[src/rcot_defs.svh]
// constants for the rc oscillator trim control block
`ifndef RCOT_DEFS_SVH
`define RCOT_DEFS_SVH
`define RCOT_TRIM_W      4
`define RCOT_LFSR_W      15
`define RCOT_LFSR_SEED   15'h0001
`define RCOT_LFSR_TAP_A  14
`define RCOT_LFSR_TAP_B  13
`define RCOT_ROLL_W      6
`define RCOT_ROLL_SEL_HI 5
`define RCOT_ROLL_SEL_LO 3
`define RCOT_ROLL_LFSR   3
`define RCOT_SLOTS       8
`define RCOT_FAIL_LIMIT  8'h40
`define RCOT_CNT_W       8
`define RCOT_MON_OFF     2'h3
`endif

[src/rcot_pkg.sv]
// types for the rc oscillator trim control block
package rcot_pkg;
    typedef enum logic [1:0] {
        RCOT_SRC_FAST_RC,
        RCOT_SRC_EXT_CLOCK,
        RCOT_SRC_HS_CRYSTAL,
        RCOT_SRC_OTHER
    } rcot_src_t;

    typedef struct packed {
        logic [3:0] trim_field;
        logic [3:0] slot1;
        logic [3:0] slot2;
        logic [3:0] slot3;
    } rcot_trim_primary_t;

    typedef struct packed {
        logic [3:0] slot4;
        logic [3:0] slot5;
        logic [3:0] slot6;
        logic [3:0] slot7;
    } rcot_trim_secondary_t;

    typedef struct packed {
        logic trim_sequence_enable;
        logic random_dither_enable;
        logic range_high;
    } rcot_ctrl_t;

    typedef enum logic [1:0] {
        RCOT_MON_IDLE,
        RCOT_MON_WATCH,
        RCOT_MON_FAILED
    } rcot_mon_state_t;
endpackage : rcot_pkg

[src/rcot_top.sv]
// rc oscillator trim, dither, sequence and fail-safe monitor
`timescale 1ns/1ps
`include "rcot_defs.svh"
module rcot_top (
    input  wire logic                        clk,
    input  wire logic                        rst_b,
    input  wire logic                        ce,
    input  wire rcot_pkg::rcot_trim_primary_t   trim_reg_primary,
    input  wire rcot_pkg::rcot_trim_secondary_t trim_reg_secondary,
    input  wire rcot_pkg::rcot_ctrl_t        osc_control_reg,
    input  wire rcot_pkg::rcot_src_t         clk_src_select,
    input  wire logic [1:0]                  switch_monitor_select,
    input  wire logic                        pwm_rollover,
    input  wire logic                        primary_clk_tick,
    output logic                             fast_rc_osc_enable,
    output logic                             fast_rc_osc_range_high,
    output logic [`RCOT_TRIM_W-1:0]          fast_rc_osc_trim,
    output logic                             clock_fail_trap,
    output logic                             clock_failed,
    output rcot_pkg::rcot_src_t              sys_clk_source,
    output logic [`RCOT_ROLL_W-1:0]          roll_count
);
    // ******************************************************************
    // rollover counter
    // ******************************************************************
    logic [`RCOT_ROLL_W-1:0] roll_r;
    logic [`RCOT_ROLL_W-1:0] roll_nxt;
    logic                    roll_bit_prev_r;
    logic                    roll_bit_prev_nxt;
    logic                    lfsr_step;

    always_comb begin
        roll_nxt = roll_r;
        if (pwm_rollover) begin
            roll_nxt = roll_r + `RCOT_ROLL_W'(1);
        end
        roll_bit_prev_nxt = roll_r[`RCOT_ROLL_LFSR];
    end

    always_ff @(posedge clk) begin
        if (!rst_b) begin
            roll_r          <= '0;
            roll_bit_prev_r <= 1'b0;
        end else if (ce) begin
            roll_r          <= roll_nxt;
            roll_bit_prev_r <= roll_bit_prev_nxt;
        end
    end

    // dither steps on any change of roll bit 3, only while enabled
    assign lfsr_step = (roll_r[`RCOT_ROLL_LFSR] != roll_bit_prev_r)
                       && osc_control_reg.random_dither_enable;

    a_roll_step: assert property (@(posedge clk)
        disable iff (!rst_b)
        (ce && pwm_rollover) |=> (roll_r == $past(roll_r) + 6'h01))
        else $error("rollover counter did not step");

    a_roll_hold: assert property (@(posedge clk)
        disable iff (!rst_b)
        (!ce || !pwm_rollover) |=> $stable(roll_r))
        else $error("rollover counter moved without a rollover");

    // ******************************************************************
    // dither register
    // ******************************************************************
    logic [`RCOT_LFSR_W-1:0] lfsr_state;

    rcot_lfsr u_lfsr (
        .clk   (clk),
        .rst_b (rst_b),
        .ce    (ce),
        .step  (lfsr_step),
        .state (lfsr_state)
    );

    a_lfsr_moves: assert property (@(posedge clk)
        disable iff (!rst_b)
        (ce && lfsr_step) |=> (lfsr_state != $past(lfsr_state)))
        else $error("dither register did not advance");

    a_lfsr_hold: assert property (@(posedge clk)
        disable iff (!rst_b)
        !(ce && lfsr_step) |=> $stable(lfsr_state))
        else $error("dither register moved without a step");

    a_lfsr_toggle: assert property (@(posedge clk)
        disable iff (!rst_b)
        (ce && pwm_rollover && roll_r[`RCOT_ROLL_SEL_LO-1:0] == 3'h7)
        |=> (lfsr_step || !osc_control_reg.random_dither_enable))
        else $error("dither step missed on rollover bit change");

    // ******************************************************************
    // trim selection
    // ******************************************************************
    function automatic logic [`RCOT_TRIM_W-1:0] seq_pick(
        input rcot_pkg::rcot_trim_primary_t   p,
        input rcot_pkg::rcot_trim_secondary_t s,
        input logic [2:0]                     sel
    );
        logic [`RCOT_TRIM_W-1:0] v;
        v = p.trim_field;
        unique case (sel)
            3'h0: v = p.trim_field;
            3'h1: v = p.slot1;
            3'h2: v = p.slot2;
            3'h3: v = p.slot3;
            3'h4: v = s.slot4;
            3'h5: v = s.slot5;
            3'h6: v = s.slot6;
            3'h7: v = s.slot7;
        endcase
        return v;
    endfunction : seq_pick

    logic [`RCOT_TRIM_W-1:0] trim_r;
    logic [`RCOT_TRIM_W-1:0] trim_nxt;
    logic [2:0]              seq_sel;

    assign seq_sel = roll_r[`RCOT_ROLL_SEL_HI:`RCOT_ROLL_SEL_LO];

    always_comb begin
        if (osc_control_reg.random_dither_enable) begin
            trim_nxt = lfsr_state[`RCOT_TRIM_W-1:0];
        end else if (osc_control_reg.trim_sequence_enable) begin
            trim_nxt = seq_pick(trim_reg_primary, trim_reg_secondary,
                                seq_sel);
        end else begin
            trim_nxt = trim_reg_primary.trim_field;
        end
    end

    always_ff @(posedge clk) begin
        if (!rst_b) begin
            trim_r <= '0;
        end else if (ce) begin
            trim_r <= trim_nxt;
        end
    end

    assign fast_rc_osc_trim = trim_r;

    a_trim_plain: assert property (@(posedge clk)
        disable iff (!rst_b)
        (ce && !osc_control_reg.random_dither_enable
            && !osc_control_reg.trim_sequence_enable)
        |=> (trim_r == $past(trim_reg_primary.trim_field)))
        else $error("plain trim not applied");

    a_trim_dither: assert property (@(posedge clk)
        disable iff (!rst_b)
        (ce && osc_control_reg.random_dither_enable)
        |=> (trim_r == $past(lfsr_state[3:0])))
        else $error("dither trim not applied");

    a_trim_seq: assert property (@(posedge clk)
        disable iff (!rst_b)
        (ce && !osc_control_reg.random_dither_enable
            && osc_control_reg.trim_sequence_enable && seq_sel == 3'h0)
        |=> (trim_r == $past(trim_reg_primary.trim_field)))
        else $error("sequence slot zero wrong");

    a_trim_slot4: assert property (@(posedge clk)
        disable iff (!rst_b)
        (ce && !osc_control_reg.random_dither_enable
            && osc_control_reg.trim_sequence_enable && seq_sel == 3'h4)
        |=> (trim_r == $past(trim_reg_secondary.slot4)))
        else $error("sequence slot four wrong");

    a_trim_slot7: assert property (@(posedge clk)
        disable iff (!rst_b)
        (ce && !osc_control_reg.random_dither_enable
            && osc_control_reg.trim_sequence_enable && seq_sel == 3'h7)
        |=> (trim_r == $past(trim_reg_secondary.slot7)))
        else $error("sequence slot seven wrong");

    // ******************************************************************
    // fail-safe clock monitor
    // ******************************************************************
    rcot_pkg::rcot_mon_state_t mon_r;
    rcot_pkg::rcot_mon_state_t mon_nxt;
    logic [`RCOT_CNT_W-1:0]    idle_cnt_r;
    logic [`RCOT_CNT_W-1:0]    idle_cnt_nxt;
    logic                      tick_s1_r;
    logic                      tick_s2_r;
    logic                      tick_s3_r;
    logic                      trap_r;
    logic                      trap_nxt;
    logic                      mon_en;

    // monitor off only for the disabling select code
    assign mon_en = (switch_monitor_select != `RCOT_MON_OFF);

    always_ff @(posedge clk) begin
        if (!rst_b) begin
            tick_s1_r <= 1'b0;
            tick_s2_r <= 1'b0;
            tick_s3_r <= 1'b0;
        end else if (ce) begin
            tick_s1_r <= primary_clk_tick;
            tick_s2_r <= tick_s1_r;
            tick_s3_r <= tick_s2_r;
        end
    end

    always_comb begin
        mon_nxt      = mon_r;
        idle_cnt_nxt = idle_cnt_r;
        trap_nxt     = 1'b0;
        unique case (mon_r)
            rcot_pkg::RCOT_MON_IDLE: begin
                idle_cnt_nxt = '0;
                if (mon_en && clk_src_select != rcot_pkg::RCOT_SRC_FAST_RC) begin
                    mon_nxt = rcot_pkg::RCOT_MON_WATCH;
                end
            end
            rcot_pkg::RCOT_MON_WATCH: begin
                if (!mon_en || clk_src_select == rcot_pkg::RCOT_SRC_FAST_RC) begin
                    mon_nxt = rcot_pkg::RCOT_MON_IDLE;
                end else if (tick_s2_r != tick_s3_r) begin
                    idle_cnt_nxt = '0;
                end else if (idle_cnt_r == `RCOT_FAIL_LIMIT) begin
                    mon_nxt  = rcot_pkg::RCOT_MON_FAILED;
                    trap_nxt = 1'b1;
                end else begin
                    idle_cnt_nxt = idle_cnt_r + `RCOT_CNT_W'(1);
                end
            end
            rcot_pkg::RCOT_MON_FAILED: begin
                // held until reset
                mon_nxt = rcot_pkg::RCOT_MON_FAILED;
            end
            default: mon_nxt = rcot_pkg::RCOT_MON_IDLE;
        endcase
    end

    always_ff @(posedge clk) begin
        if (!rst_b) begin
            mon_r      <= rcot_pkg::RCOT_MON_IDLE;
            idle_cnt_r <= '0;
            trap_r     <= 1'b0;
        end else if (ce) begin
            mon_r      <= mon_nxt;
            idle_cnt_r <= idle_cnt_nxt;
            trap_r     <= trap_nxt;
        end
    end

    assign clock_fail_trap = trap_r;
    assign clock_failed    = (mon_r == rcot_pkg::RCOT_MON_FAILED);

    a_trap_switch: assert property (@(posedge clk)
        disable iff (!rst_b)
        clock_fail_trap |-> (clock_failed
            && sys_clk_source == rcot_pkg::RCOT_SRC_FAST_RC))
        else $error("trap without switch to rc");

    a_mon_gate: assert property (@(posedge clk)
        disable iff (!rst_b)
        (ce && !mon_en && mon_r != rcot_pkg::RCOT_MON_FAILED)
        |=> !clock_fail_trap)
        else $error("trap with monitor disabled");

    a_fail_latch: assert property (@(posedge clk)
        disable iff (!rst_b)
        clock_failed |=> clock_failed)
        else $error("failure state lost before reset");

    a_trap_pulse: assert property (@(posedge clk)
        disable iff (!rst_b)
        (ce && clock_fail_trap) |=> !clock_fail_trap)
        else $error("trap longer than one cycle");

    a_mon_off: assert property (@(posedge clk)
        disable iff (!rst_b)
        (ce && !mon_en) |=> (mon_r != rcot_pkg::RCOT_MON_WATCH))
        else $error("monitor watching while disabled");

    // ******************************************************************
    // power, range and source
    // ******************************************************************
    logic range_r;
    logic range_nxt;

    assign range_nxt = osc_control_reg.range_high;

    always_ff @(posedge clk) begin
        if (!rst_b) begin
            range_r <= 1'b0;
        end else if (ce) begin
            range_r <= range_nxt;
        end
    end

    assign fast_rc_osc_range_high = range_r;
    assign sys_clk_source = clock_failed ? rcot_pkg::RCOT_SRC_FAST_RC
                                         : clk_src_select;
    assign fast_rc_osc_enable =
        (clk_src_select != rcot_pkg::RCOT_SRC_EXT_CLOCK
         && clk_src_select != rcot_pkg::RCOT_SRC_HS_CRYSTAL)
        || clock_failed;
    assign roll_count = roll_r;

    a_osc_power: assert property (@(posedge clk)
        disable iff (!rst_b)
        clock_failed |-> fast_rc_osc_enable)
        else $error("rc oscillator off after failure");

    a_osc_select: assert property (@(posedge clk)
        disable iff (!rst_b)
        (clk_src_select == rcot_pkg::RCOT_SRC_FAST_RC)
        |-> fast_rc_osc_enable)
        else $error("rc oscillator off while selected");

    a_range_copy: assert property (@(posedge clk)
        disable iff (!rst_b)
        ce |=> (fast_rc_osc_range_high == $past(osc_control_reg.range_high)))
        else $error("range select not applied");
endmodule : rcot_top

[src/rcot_lfsr.sv]
// pseudo-random dither shift register
`timescale 1ns/1ps
`include "rcot_defs.svh"
module rcot_lfsr (
    input  wire logic                     clk,
    input  wire logic                     rst_b,
    input  wire logic                     ce,
    input  wire logic                     step,
    output logic [`RCOT_LFSR_W-1:0]       state
);
    logic [`RCOT_LFSR_W-1:0] state_r;
    logic [`RCOT_LFSR_W-1:0] state_nxt;

    // x^15 + x^14 + 1, maximal length
    always_comb begin
        state_nxt = state_r;
        if (step) begin
            state_nxt = {state_r[`RCOT_LFSR_W-2:0],
                         state_r[`RCOT_LFSR_TAP_A] ^
                         state_r[`RCOT_LFSR_TAP_B]};
        end
    end

    always_ff @(posedge clk) begin
        if (!rst_b) begin
            state_r <= `RCOT_LFSR_SEED;
        end else if (ce) begin
            state_r <= state_nxt;
        end
    end

    assign state = state_r;

    a_lfsr_nonzero: assert property (@(posedge clk)
        disable iff (!rst_b)
        state_r != '0) else $error("lfsr locked at zero");
endmodule : rcot_lfsr

[config.mk]
export PLATFORM = sky130hd
export DESIGN_NAME = rcot_top
export DESIGN_NICKNAME = d
export VERILOG_FILES = /design/src/rcot_pkg.sv /design/src/rcot_top.sv /design/src/rcot_lfsr.sv
export VERILOG_INCLUDE_DIRS = /design/src
export SDC_FILE = /design/constraint.sdc
export NUM_CORES = 1
export LEC_CHECK = 0
export BUFFER_PORTS_ARGS = -buffer_cell sky130_fd_sc_hd__buf_2
export CAP_MARGIN = 20
export CORE_ASPECT_RATIO = 1.5
export CORE_MARGIN = 4
export CORE_UTILIZATION = 37
export CTS_CLUSTER_DIAMETER = 100
export CTS_CLUSTER_SIZE = 24
export DETAILED_ROUTE_END_ITERATION = 16
export GPL_TIMING_DRIVEN = 1
export PLACE_DENSITY_LB_ADDON = 0.25
export SKIP_CTS_REPAIR_TIMING = 1
export SLEW_MARGIN = 5
export SYNTH_ARGS = -nofsm -noshare
export SYNTH_HDL_FRONTEND = slang
export SYNTH_HIERARCHICAL = 1
export SYNTH_SLANG_ARGS = --single-unit
[constraint.sdc]
create_clock -name clk -period 5.1 [get_ports clk]
set_input_delay 0.765 -clock clk [delete_from_list [all_inputs] [get_ports clk]]
set_output_delay 0.765 -clock clk [all_outputs]
set_load 0.005 [all_outputs]
==> flow_metrics.tcl, run 1 <==
set metrics [dict create \
    p_total_uw 600 \
    worstPathMaxFanout 30 \
    setup.worst_path.start "roll_count[3]$_SDFFE_PN0P_" \
    clk_pin_slew_ns 0.08 \
    setup.reg_to_reg.worst_slack_ns 2.88 \
    ys_dominant_reg_cell "sky130_fd_sc_hd__dfxtp_1" \
    path_delay_family "simple AND/OR/NAND/NOR gates" \
    final-setup-viol-count 0 \
    post_drt_wl_per_cell_um 12.7 \
    critical_path_at_ns 2.44 \
    crit_type "register to register" \
    crit_end "u_lfsr/state[3]$_SDFFE_PN0P_" \
    drt_drc_violations_left 0 \
    kind_of_launch_point_of_the_worst_setup_path "register" \
    ctsHtreeMaxLevel 2 \
    syn_inst 255 \
    skew_ns 0.00304 \
    grt_max_degree 44 \
    yosysSeqAreaShare_pct 36.0 \
    antenna_cells_inserted 0 \
    tritoncts_buffers 5 \
    fp.dieW_um 72.1 \
    nets 353 \
    detailedPlacementHpwl_um 3510 \
    drv_slew 0 \
    synth_enable_flop_cells 0 \
    detailedRoute.firstIterationViolations 60 \
    die_area_mm2 0.00750 \
    groute.layer.met3.usage_pct 3.68 \
    io-pin-count 60 \
    max_cap_viol_count 0 \
    synth_top_cells_by_count "sky130_fd_sc_hd__dfxtp_1 (41), sky130_fd_sc_hd__nand3_1 (22), sky130_fd_sc_hd__a21oi_1 (17)" \
    drt.antenna.violating_nets 0 \
    crit_path_max_incr_delay_ns 0.80 \
    grt-ovfl-total 0 \
    critical_path_cell_count 4 \
    drtPass1Iterations 4 \
    fin_util_pct 45.4 \
    final.min_clock_period_ns 2.22 \
    totalWireLength_um 4800 \
    number_of_global_route_vias_before_repair 1988 \
    cts-root-buf "sky130_fd_sc_hd__clkbuf_8" \
    crit_path_end_kind "register" \
    synth_area_mm2 0.00228 \
    min_path_cells 2 \
    cts_max_path_buffers 2 \
    cp_num_buf_inv 0 \
    vias 1997 \
    placeable_core_region_mm2 0.00587 \
    floorplan.initialDensity_pct 38.8 \
    setup_total_negative_slack_ns 0 \
    cts_tree "done" \
    post_synth_num_cell_types 49 \
    port-buffer-count 59 \
    run_status "completed" \
    synth_async_sr_flop_share_pct 0 \
    synthDominantAreaCellType "sky130_fd_sc_hd__dfxtp_1" \
    fp.dieH_um 104 \
    fmaxAchievable_mhz 450 \
    worst_slew_margin_rel_pct 33.8 \
    irDropWorstVdd_v 0.000110 \
    synth_warnings 6 \
    final_hold_vio_count 0 \
    grt_first_pass_wirelength_um 8380 \
    worstReg2RegEnd "u_lfsr/state[3]$_SDFFE_PN0P_" \
    r2r_startpoint "roll_count[3]$_SDFFE_PN0P_" \
    worstPathRequired_ns 5.32 \
    p_per_area_mw_per_mm2 225 \
    grtUsageTotal_pct 13.4 \
    synth_seq_cells 41 \
    clock_sinks 41 \
    grt_setup_unrepaired "false" \
    gp_routability_congestion 0.821 \
    worst_slew_pin_slew_ns 0.993 \
    yosysMostFrequentCell "sky130_fd_sc_hd__dfxtp_1" \
    static-leakage-power_uw 0.00105 \
    syn_avg_cell_area_um2 8.93 \
    crit_path_cell_trace "xor2_1, and2_1, nand3_1, a21oi_2" \
    via_per_inst 5.28 \
    drive_gt1_share_pct 28.4 \
    rr_worst_depth 4 \
    critical_path.slowest_cell "sky130_fd_sc_hd__and2_1" \
    clk_latency_ns 0.29 \
    grtUsageMet1_pct 15.1 \
    worst_hold_slack_ns 0.471 \
    synth.net_count 303 \
    synth_top_cell_area_share_pct 36.0 \
    min_path_type "register to register" \
    antenna_found_initial 0 \
    grt.busiest_layer "met2" \
    post-route-period-util_pct 43.6 \
    rows 34 \
    global_route.usage.met2_pct 22.9 \
    synth_top_cells_by_area "sky130_fd_sc_hd__dfxtp_1 (36%), sky130_fd_sc_hd__a21bo_1 (6.2%), sky130_fd_sc_hd__nand3_1 (4.8%), sky130_fd_sc_hd__mux2i_1 (4.0%), sky130_fd_sc_hd__a21oi_2 (3.8%)" \
    area_growth_pct 17.0 \
]
how the worst min path moves through the flow:
stage                                  startpoint                            end  slack (ns)
detailed placement  u_lfsr/state[12]$_SDFFE_PN0P_  u_lfsr/state[13]$_SDFFE_PN0P_        0.45
global placement    u_lfsr/state[11]$_SDFFE_PN0P_  u_lfsr/state[12]$_SDFFE_PN0P_        0.46
floorplan           u_lfsr/state[11]$_SDFFE_PN0P_  u_lfsr/state[12]$_SDFFE_PN0P_        0.44
finish               u_lfsr/state[4]$_SDFFE_PN0P_   u_lfsr/state[5]$_SDFFE_PN0P_        0.47
CTS                 u_lfsr/state[12]$_SDFFE_PN0P_  u_lfsr/state[13]$_SDFFE_PN0P_        0.47
global route         u_lfsr/state[5]$_SDFFE_PN0P_   u_lfsr/state[6]$_SDFFE_PN0P_        0.49
where the power goes:
| part | internal [uW] | switching [uW] | total (uW) |
|---|---|---|---|
| Combinational | 29.5 | 31.8 | 61.3 |
| Clock | 94.4 | 114 | 208 |
| Sequential | 326 | 4.77 | 331 |
metrics by stage:
stage,cells,area (um^2),setup WS (ns)
4_1_cts,378,2660,2.89
3_5_place_dp,370,2580,2.73
6_report,378,2660,2.88
2_1_floorplan,255,2280,2.97
5_1_grt,378,2660,2.68
3_3_place_gp,370,2580,2.76
metal layers:
metal / up-vias / wire, um / share of wire [%]
met3: 5 / 263 / 5.5
met2: 50 / 2340 / 49
li1: 1022 / - / -
met1: 920 / 2120 / 44
met4: 0 / 75 / 1.6
met5: - / 0 / 0
registers in the layout (all words and copies together), names as in the netlist:
register and cells:
fast_rc_osc_range_high 1, roll_bit_prev_r 1, u_lfsr/state 15, fast_rc_osc_trim 4, mon_r 2, clock_fail_trap 1, idle_cnt_r 8, tick_s3_r 1
tick_s2_r 1, roll_count 6, tick_s1_r 1
layout by cell type, fill, tap and decap left out, types with 2 or more instances in the layout:
cell type                   netlist  final
sky130_fd_sc_hd__a211oi_1         4      4
sky130_fd_sc_hd__a21bo_1         14     14
sky130_fd_sc_hd__a21boi_0         3      3
sky130_fd_sc_hd__a21oi_1         17     17
sky130_fd_sc_hd__a21oi_2         10     10
sky130_fd_sc_hd__a31oi_1          4      4
sky130_fd_sc_hd__and2_1           7      7
sky130_fd_sc_hd__buf_2            5     59
sky130_fd_sc_hd__clkbuf_8         0      5
sky130_fd_sc_hd__clkinv_2         0      2
sky130_fd_sc_hd__dfxtp_1         41     41
sky130_fd_sc_hd__ha_1             4      4
sky130_fd_sc_hd__inv_1            9      9
sky130_fd_sc_hd__mux2i_1          9      9
sky130_fd_sc_hd__mux4_2           2      2
sky130_fd_sc_hd__nand2_1         16     16
sky130_fd_sc_hd__nand2b_1         3      3
sky130_fd_sc_hd__nand3_1         22     22
sky130_fd_sc_hd__nand3b_1         4      4
sky130_fd_sc_hd__nand4_1          2      2
sky130_fd_sc_hd__nor2_1           6      6
sky130_fd_sc_hd__nor2b_1          9      9
sky130_fd_sc_hd__nor3_1           2      2
sky130_fd_sc_hd__nor3b_1          3      3
sky130_fd_sc_hd__o21a_1           2      2
sky130_fd_sc_hd__o21ai_0          9      9
sky130_fd_sc_hd__o221a_2          2      2
sky130_fd_sc_hd__o2bb2ai_1        2      2
sky130_fd_sc_hd__o31ai_1          5      5
sky130_fd_sc_hd__or4_1            3      3
sky130_fd_sc_hd__xnor2_1          5      5
sky130_fd_sc_hd__xor2_1           4      4
kinds of logic (layout without fill, tap and decap cells):
kind of cell	count (synthesis)	count (layout)	share of synthesized area (%)
buffers and inverters	26	77	5.55
DFF	41	41	36.0
and+or+nand+nor	84	84	20.7
adders and majority gates	4	4	2.20
AOI/OAI and AO/OA	79	79	25.6
muxes	12	12	6.43
xor gates and xnor gates	9	9	3.46
area by class of cell:
| cell class | instances | area (um^2) |
|---|---|---|
| flip-flops and latches | 41 | 821 |
| clock buffers | 5 | 68.8 |
| well taps | 72 | 90.1 |
| clock inverters | 3 | 17.5 |
| inverters | 9 | 33.8 |
| multi-input cells | 188 | 1330 |
| repair buffers | 60 | 303 |
| fillers | 601 | 3210 |
worst register-to-register path: stages (launching register included):
cell and delay [ns]:
sky130_fd_sc_hd__dfxtp_1 0.75, sky130_fd_sc_hd__xor2_1 0.19, sky130_fd_sc_hd__and2_1 0.80, sky130_fd_sc_hd__nand3_1 0.24, sky130_fd_sc_hd__a21oi_2 0.17
Note: power is estimated with default switching activity, not from simulation.
==> run 2: changes to the inputs <==
==> constraint.sdc (replaced) <==
create_clock -name clk -period 2.13 [get_ports clk]
set_input_delay 0.3195 -clock clk [delete_from_list [all_inputs] [get_ports clk]]
set_output_delay 0.3195 -clock clk [all_outputs]
set_load 0.005 [all_outputs]
==> run 2 against run 1 <==
  * Die area unchanged
  * First-iteration DRC count up 3.3%
  * Via count up 0.15%
  * Critical path type unchanged
  * Power rose to 2.6 times the previous value
  * Clock skew up 0.0030 ns
  * Largest power group unchanged
  * Fmax up 30%
  * Sequential power up 140%
  * Wire length up 4.5%
  * Sequential share of layout area down 0.97 points
  * Global-route usage up 0.45 points
  * Worst hold slack worse by 0.19 ns
  * Cell count up 1.6%
==> flow_metrics.tcl, run 2 (synthesis results as in run 1) <==
set metrics [dict create \
    final.min_clock_period_ns 1.71 \
    run_status "completed" \
    worst_slew_margin_rel_pct 58.7 \
    post-route-period-util_pct 80.4 \
    gp_routability_congestion 0.829 \
    crit_path_end_kind "register" \
    floorplan.initialDensity_pct 38.8 \
    grt_first_pass_wirelength_um 8600 \
    grt-ovfl-total 0 \
    fp.dieH_um 104 \
    worst_slew_pin_slew_ns 0.619 \
    die_area_mm2 0.00750 \
    worstPathMaxFanout 6 \
    cts_max_path_buffers 2 \
    kind_of_launch_point_of_the_worst_setup_path "register" \
    detailedRoute.firstIterationViolations 62 \
    grt_setup_unrepaired "false" \
    setup_slack_ns 0.417 \
    nets 359 \
    max_cap_viol_count 0 \
    cts-root-buf "sky130_fd_sc_hd__clkbuf_8" \
    irDropWorstVdd_v 0.000361 \
    min_path_type "input port to register" \
    number_of_global_route_vias_before_repair 1973 \
    worstPathRequired_ns 2.35 \
    crit_type "register to register" \
    final_common_cell "sky130_fd_sc_hd__buf_2" \
    clk_pin_slew_ns 0.09 \
    io-pin-count 60 \
    via_per_inst 5.21 \
    final-setup-viol-count 0 \
    totalWireLength_um 5020 \
    p_per_area_mw_per_mm2 577 \
    vias 2000 \
    rr_worst_depth 4 \
    ctsHtreeMaxLevel 2 \
    detailedPlacementHpwl_um 3740 \
    largest_reg_flops 15 \
    setup.reg_to_reg.worst_slack_ns 0.42 \
    place_worst_setup_slack_ns 0.214 \
    drt_drc_violations_left 0 \
    grtUsageTotal_pct 13.8 \
    final_cell_mix "sky130_fd_sc_hd__buf_2 (59), sky130_fd_sc_hd__dfxtp_1 (41), sky130_fd_sc_hd__nand3_1 (22)" \
    fp.dieW_um 72.1 \
    skew_ns 0.00602 \
    port-buffer-count 59 \
    post_drt_wl_per_cell_um 13.1 \
    antenna_cells_inserted 0 \
    drt.antenna.violating_nets 0 \
    clk_latency_ns 0.29 \
    static-leakage-power_uw 0.00109 \
    final.fill_count 583 \
    area_growth_pct 20.8 \
    worstReg2RegEnd "idle_cnt_r[1]$_SDFFE_PN0P_" \
    antenna_found_initial 0 \
    drtPass1Iterations 4 \
    clock_sinks 41 \
    worstHoldStart "primary_clk_tick" \
    final_hold_vio_count 0 \
    placeable_core_region_mm2 0.00587 \
    drive_gt1_share_pct 29.8 \
    critical_path_at_ns 1.94 \
    min_path_cells 3 \
    fmaxAchievable_mhz 584 \
    setup_total_negative_slack_ns 0 \
    cts_tree "done" \
    fin_util_pct 46.8 \
    grt_max_degree 50 \
    hold_end "tick_s1_r$_SDFFE_PN0P_" \
    tritoncts_buffers 5 \
    drv_slew 0 \
    r2r_startpoint "idle_cnt_r[2]$_SDFFE_PN0P_" \
    rows 34 \
]
## run 2: cell count changes in the layout (fill, tap and decap cells not counted)
cell	delta
sky130_fd_sc_hd__bufinv_16	+1
sky130_fd_sc_hd__clkinv_4	+1
sky130_fd_sc_hd__buf_4	+5
sky130_fd_sc_hd__clkinv_2	-2
sky130_fd_sc_hd__buf_12	+1
## run 2: layout make-up
type | instances | area, um^2 | share of cell area, %
Clock buffer | 5 | 68.8 | 2.50
Tap cell | 72 | 90.1 | 3.28
Inverter | 9 | 33.8 | 1.23
Multi-Input combinational cell | 188 | 1330 | 48.4
Sequential cell | 41 | 821 | 29.8
Timing Repair Buffer | 66 | 360 | 13.1
Clock inverter | 3 | 46.3 | 1.68
## run 2: critical path, cell delays in order (launching register included)
cell                      delay [ns]
sky130_fd_sc_hd__dfxtp_1        0.36
sky130_fd_sc_hd__or4_4          0.53
sky130_fd_sc_hd__nor3_1         0.41
sky130_fd_sc_hd__o21ai_0        0.15
sky130_fd_sc_hd__a21oi_1        0.19
## run 2: how the worst max path moves through the flow
stage	from	end	slack, ns	cells after the start
2_1_floorplan	roll_count[3]$_SDFFE_PN0P_	u_lfsr/state[0]$_SDFFE_PN1P_	0.43	7
3_3_place_gp	clk_src_select[0]	idle_cnt_r[2]$_SDFFE_PN0P_	0.29	7
3_5_place_dp	clk_src_select[0]	idle_cnt_r[2]$_SDFFE_PN0P_	0.21	7
4_1_cts	idle_cnt_r[2]$_SDFFE_PN0P_	idle_cnt_r[1]$_SDFFE_PN0P_	0.44	4
5_1_grt	idle_cnt_r[2]$_SDFFE_PN0P_	idle_cnt_r[0]$_SDFFE_PN0P_	0.29	4
6_report	idle_cnt_r[2]$_SDFFE_PN0P_	idle_cnt_r[1]$_SDFFE_PN0P_	0.42	4
## run 2: layer usage
layer | global-route usage (%) | share of wire (%) | up-vias
met5 | 0 | 0 | -
met4 | 4.44 | 1.1 | 0
met3 | 3.09 | 5.1 | 6
met2 | 24.9 | 51 | 45
met1 | 15.7 | 43 | 910
li1 | - | - | 1039
## run 2: power by group
part	total, uW	leakage, uW	switching (uW)	internal [uW]
Clock	640	0.0000543	289	351
Combinational	155	0.000705	78.8	76.7
Sequential	792	0.000332	11.9	780
## run 2: through the flow
stage          cell area, um^2  power, uW  hold WS [ns]  instances
2_1_floorplan             2280        893         0.440        255
3_3_place_gp              2640        967         0.457        376
3_5_place_dp              2640        968         0.459        376
4_1_cts                   2750       1610         0.274        384
5_1_grt                   2750       1650         0.282        384
6_report                  2750       1590         0.279        384
==> run 3: changes to the inputs <==
==> constraint.sdc (replaced) <==
create_clock -name clk -period 1.8 [get_ports clk]
set_input_delay 0.27 -clock clk [delete_from_list [all_inputs] [get_ports clk]]
set_output_delay 0.27 -clock clk [all_outputs]
set_load 0.005 [all_outputs]
==> run 3 against run 2 <==
  * Combinational power is 21% higher
  * Register-to-register slack worse by 0.32 ns
  * Critical path depth stayed put
  * Critical endpoint is now mon_r[0]$_SDFFE_PN0P_
  * Die area stayed put
  * Critical path type unchanged
==> flow_metrics.tcl, run 3 (synthesis results as in run 1) <==
set metrics [dict create \
    run_status "completed" \
    setup.reg_to_reg.worst_slack_ns 0.09 \
    floorplan.initialDensity_pct 38.8 \
    vias 2032 \
    ctsHtreeMaxLevel 2 \
    kind_of_launch_point_of_the_worst_setup_path "register" \
    pwr-share-comb_pct 10.0 \
    largest_reg_flops 15 \
    tritoncts_buffers 5 \
    final.min_clock_period_ns 1.71 \
    skew_ns 0.00221 \
    grt_max_degree 50 \
    pwr-share-clk_pct 40.4 \
    crit_type "register to register" \
    number_of_global_route_vias_before_repair 1962 \
    min_path_type "input port to register" \
    antenna_cells_inserted 0 \
    area_growth_pct 22.9 \
    crit_path_cell_trace "or4_4, nor3_1, o32ai_1, and2_1" \
    fp.dieW_um 72.1 \
    static-leakage-power_uw 0.00112 \
    worst_slew_pin_slew_ns 0.623 \
    final.fill_count 581 \
    crit_end "mon_r[0]$_SDFFE_PN0P_" \
    final_common_cell "sky130_fd_sc_hd__buf_2" \
    drt.antenna.violating_nets 0 \
    grt_setup_unrepaired "false" \
    finalNonFillerCells 388 \
    setup.worst_path.start "idle_cnt_r[2]$_SDFFE_PN0P_" \
    grtUsageTotal_pct 14.2 \
    worst_slew_margin_rel_pct 58.4 \
    drtPass1Iterations 4 \
    p_int_uw 1470 \
    cp_num_buf_inv 0 \
    antenna_found_initial 0 \
    die_area_mm2 0.00750 \
    port-buffer-count 59 \
    drt_drc_violations_left 0 \
    clock_sinks 41 \
    drv_slew 0 \
    io-pin-count 60 \
    via_per_inst 5.24 \
    clk_pin_slew_ns 0.08 \
    gp_routability_congestion 0.820 \
    irDropWorstVdd_v 0.000437 \
    crit_path_max_incr_delay_ns 0.53 \
    rr_worst_depth 4 \
    cts-root-buf "sky130_fd_sc_hd__clkbuf_8" \
    path_delay_family "simple AND/OR/NAND/NOR gates" \
    worstPathMaxFanout 6 \
    setup_total_negative_slack_ns 0 \
    worstPathRequired_ns 1.99 \
    detailedPlacementHpwl_um 3820 \
    worstReg2RegEnd "mon_r[0]$_SDFFE_PN0P_" \
    switching_share_pct 22.3 \
    power.net_switching_uw 421 \
    drive_gt1_share_pct 30.7 \
    nets 363 \
    critical_path_cell_count 4 \
    p_per_area_mw_per_mm2 675 \
    final_cell_mix "sky130_fd_sc_hd__buf_2 (59), sky130_fd_sc_hd__dfxtp_1 (41), sky130_fd_sc_hd__nand3_1 (22)" \
    clk_latency_ns 0.29 \
    grt-ovfl-total 0 \
    final_hold_vio_count 0 \
    grt_first_pass_wirelength_um 8880 \
    final-setup-viol-count 0 \
    cts_tree "done" \
    post_drt_wl_per_cell_um 13.0 \
    critical_path.slowest_cell "sky130_fd_sc_hd__or4_4" \
    post-route-period-util_pct 94.9 \
    placedCellCount 380 \
    detailedRoute.firstIterationViolations 69 \
    share_of_power_burned_in_registers_pct 49.6 \
    r2r_startpoint "idle_cnt_r[2]$_SDFFE_PN0P_" \
    critical_path_at_ns 1.90 \
    fmaxAchievable_mhz 586 \
    crit_path_end_kind "register" \
    totalWireLength_um 5060 \
    cts_max_path_buffers 2 \
    placeable_core_region_mm2 0.00587 \
    fp.dieH_um 104 \
    max_cap_viol_count 0 \
    rows 34 \
]
run 3: worst reg2reg max path: stages (launching register included):
cell,delay (ns)
sky130_fd_sc_hd__dfxtp_1,0.36
sky130_fd_sc_hd__or4_4,0.53
sky130_fd_sc_hd__nor3_1,0.43
sky130_fd_sc_hd__o32ai_1,0.13
sky130_fd_sc_hd__and2_1,0.16
run 3: how the worst min path moves through the flow:
| stage | startpoint | endpoint | depth (start not counted) |
|---|---|---|---|
| after global routing | trim_reg_primary[12] | fast_rc_osc_trim[0]$_SDFFE_PN0P_ | 3 |
| final | osc_control_reg[0] | fast_rc_osc_range_high$_SDFFE_PN0P_ | 3 |
| after floorplan | primary_clk_tick | tick_s1_r$_SDFFE_PN0P_ | 2 |
| after CTS | osc_control_reg[0] | fast_rc_osc_range_high$_SDFFE_PN0P_ | 3 |
| after global placement | u_lfsr/state[12]$_SDFFE_PN0P_ | u_lfsr/state[13]$_SDFFE_PN0P_ | 2 |
| after detailed placement | u_lfsr/state[11]$_SDFFE_PN0P_ | u_lfsr/state[12]$_SDFFE_PN0P_ | 2 |
run 3: final cells by class:
cell class | count | area [um^2] | share of cell area, %
repair buffers | 70 | 403 | 14.4
well taps | 72 | 90.1 | 3.22
flip-flops and latches | 41 | 821 | 29.3
inverters | 9 | 33.8 | 1.21
clock buffers | 6 | 82.6 | 2.95
clock inverters | 2 | 37.5 | 1.34
multi-input cells | 188 | 1330 | 47.5
run 3: power groups by stage:
stage / Clock [uW] / Combinational, uW / Sequential [uW]
4_1_cts: 787 / 191 / 937
3_3_place_gp: 0 / 188 / 958
2_1_floorplan: 0 / 99.5 / 957
6_report: 763 / 188 / 937
3_5_place_dp: 0 / 191 / 958
5_1_grt: 824 / 216 / 940
run 3: metal layers:
metal	track usage (%)	part of all wire (%)	vias to the layer above
li1	-	-	1044
met1	16.5	41	933
met2	25.2	53	50
met3	3.19	5.2	5
met4	4.44	1.0	0
met5	0	0	-
run 3: per-stage QoR:
stage	total power [uW]	hold slack [ns]	worst slack (ns)	utilization, %	cell area, um^2
after floorplan	1060	0.439	0.104	-	2280
after global placement	1150	0.458	0.0674	45.6	2680
after detailed placement	1150	0.456	0.0210	45.6	2680
after CTS	1920	0.233	0.107	47.7	2800
after global routing	1980	0.280	0.0496	47.7	2800
final	1890	0.251	0.0924	47.7	2800
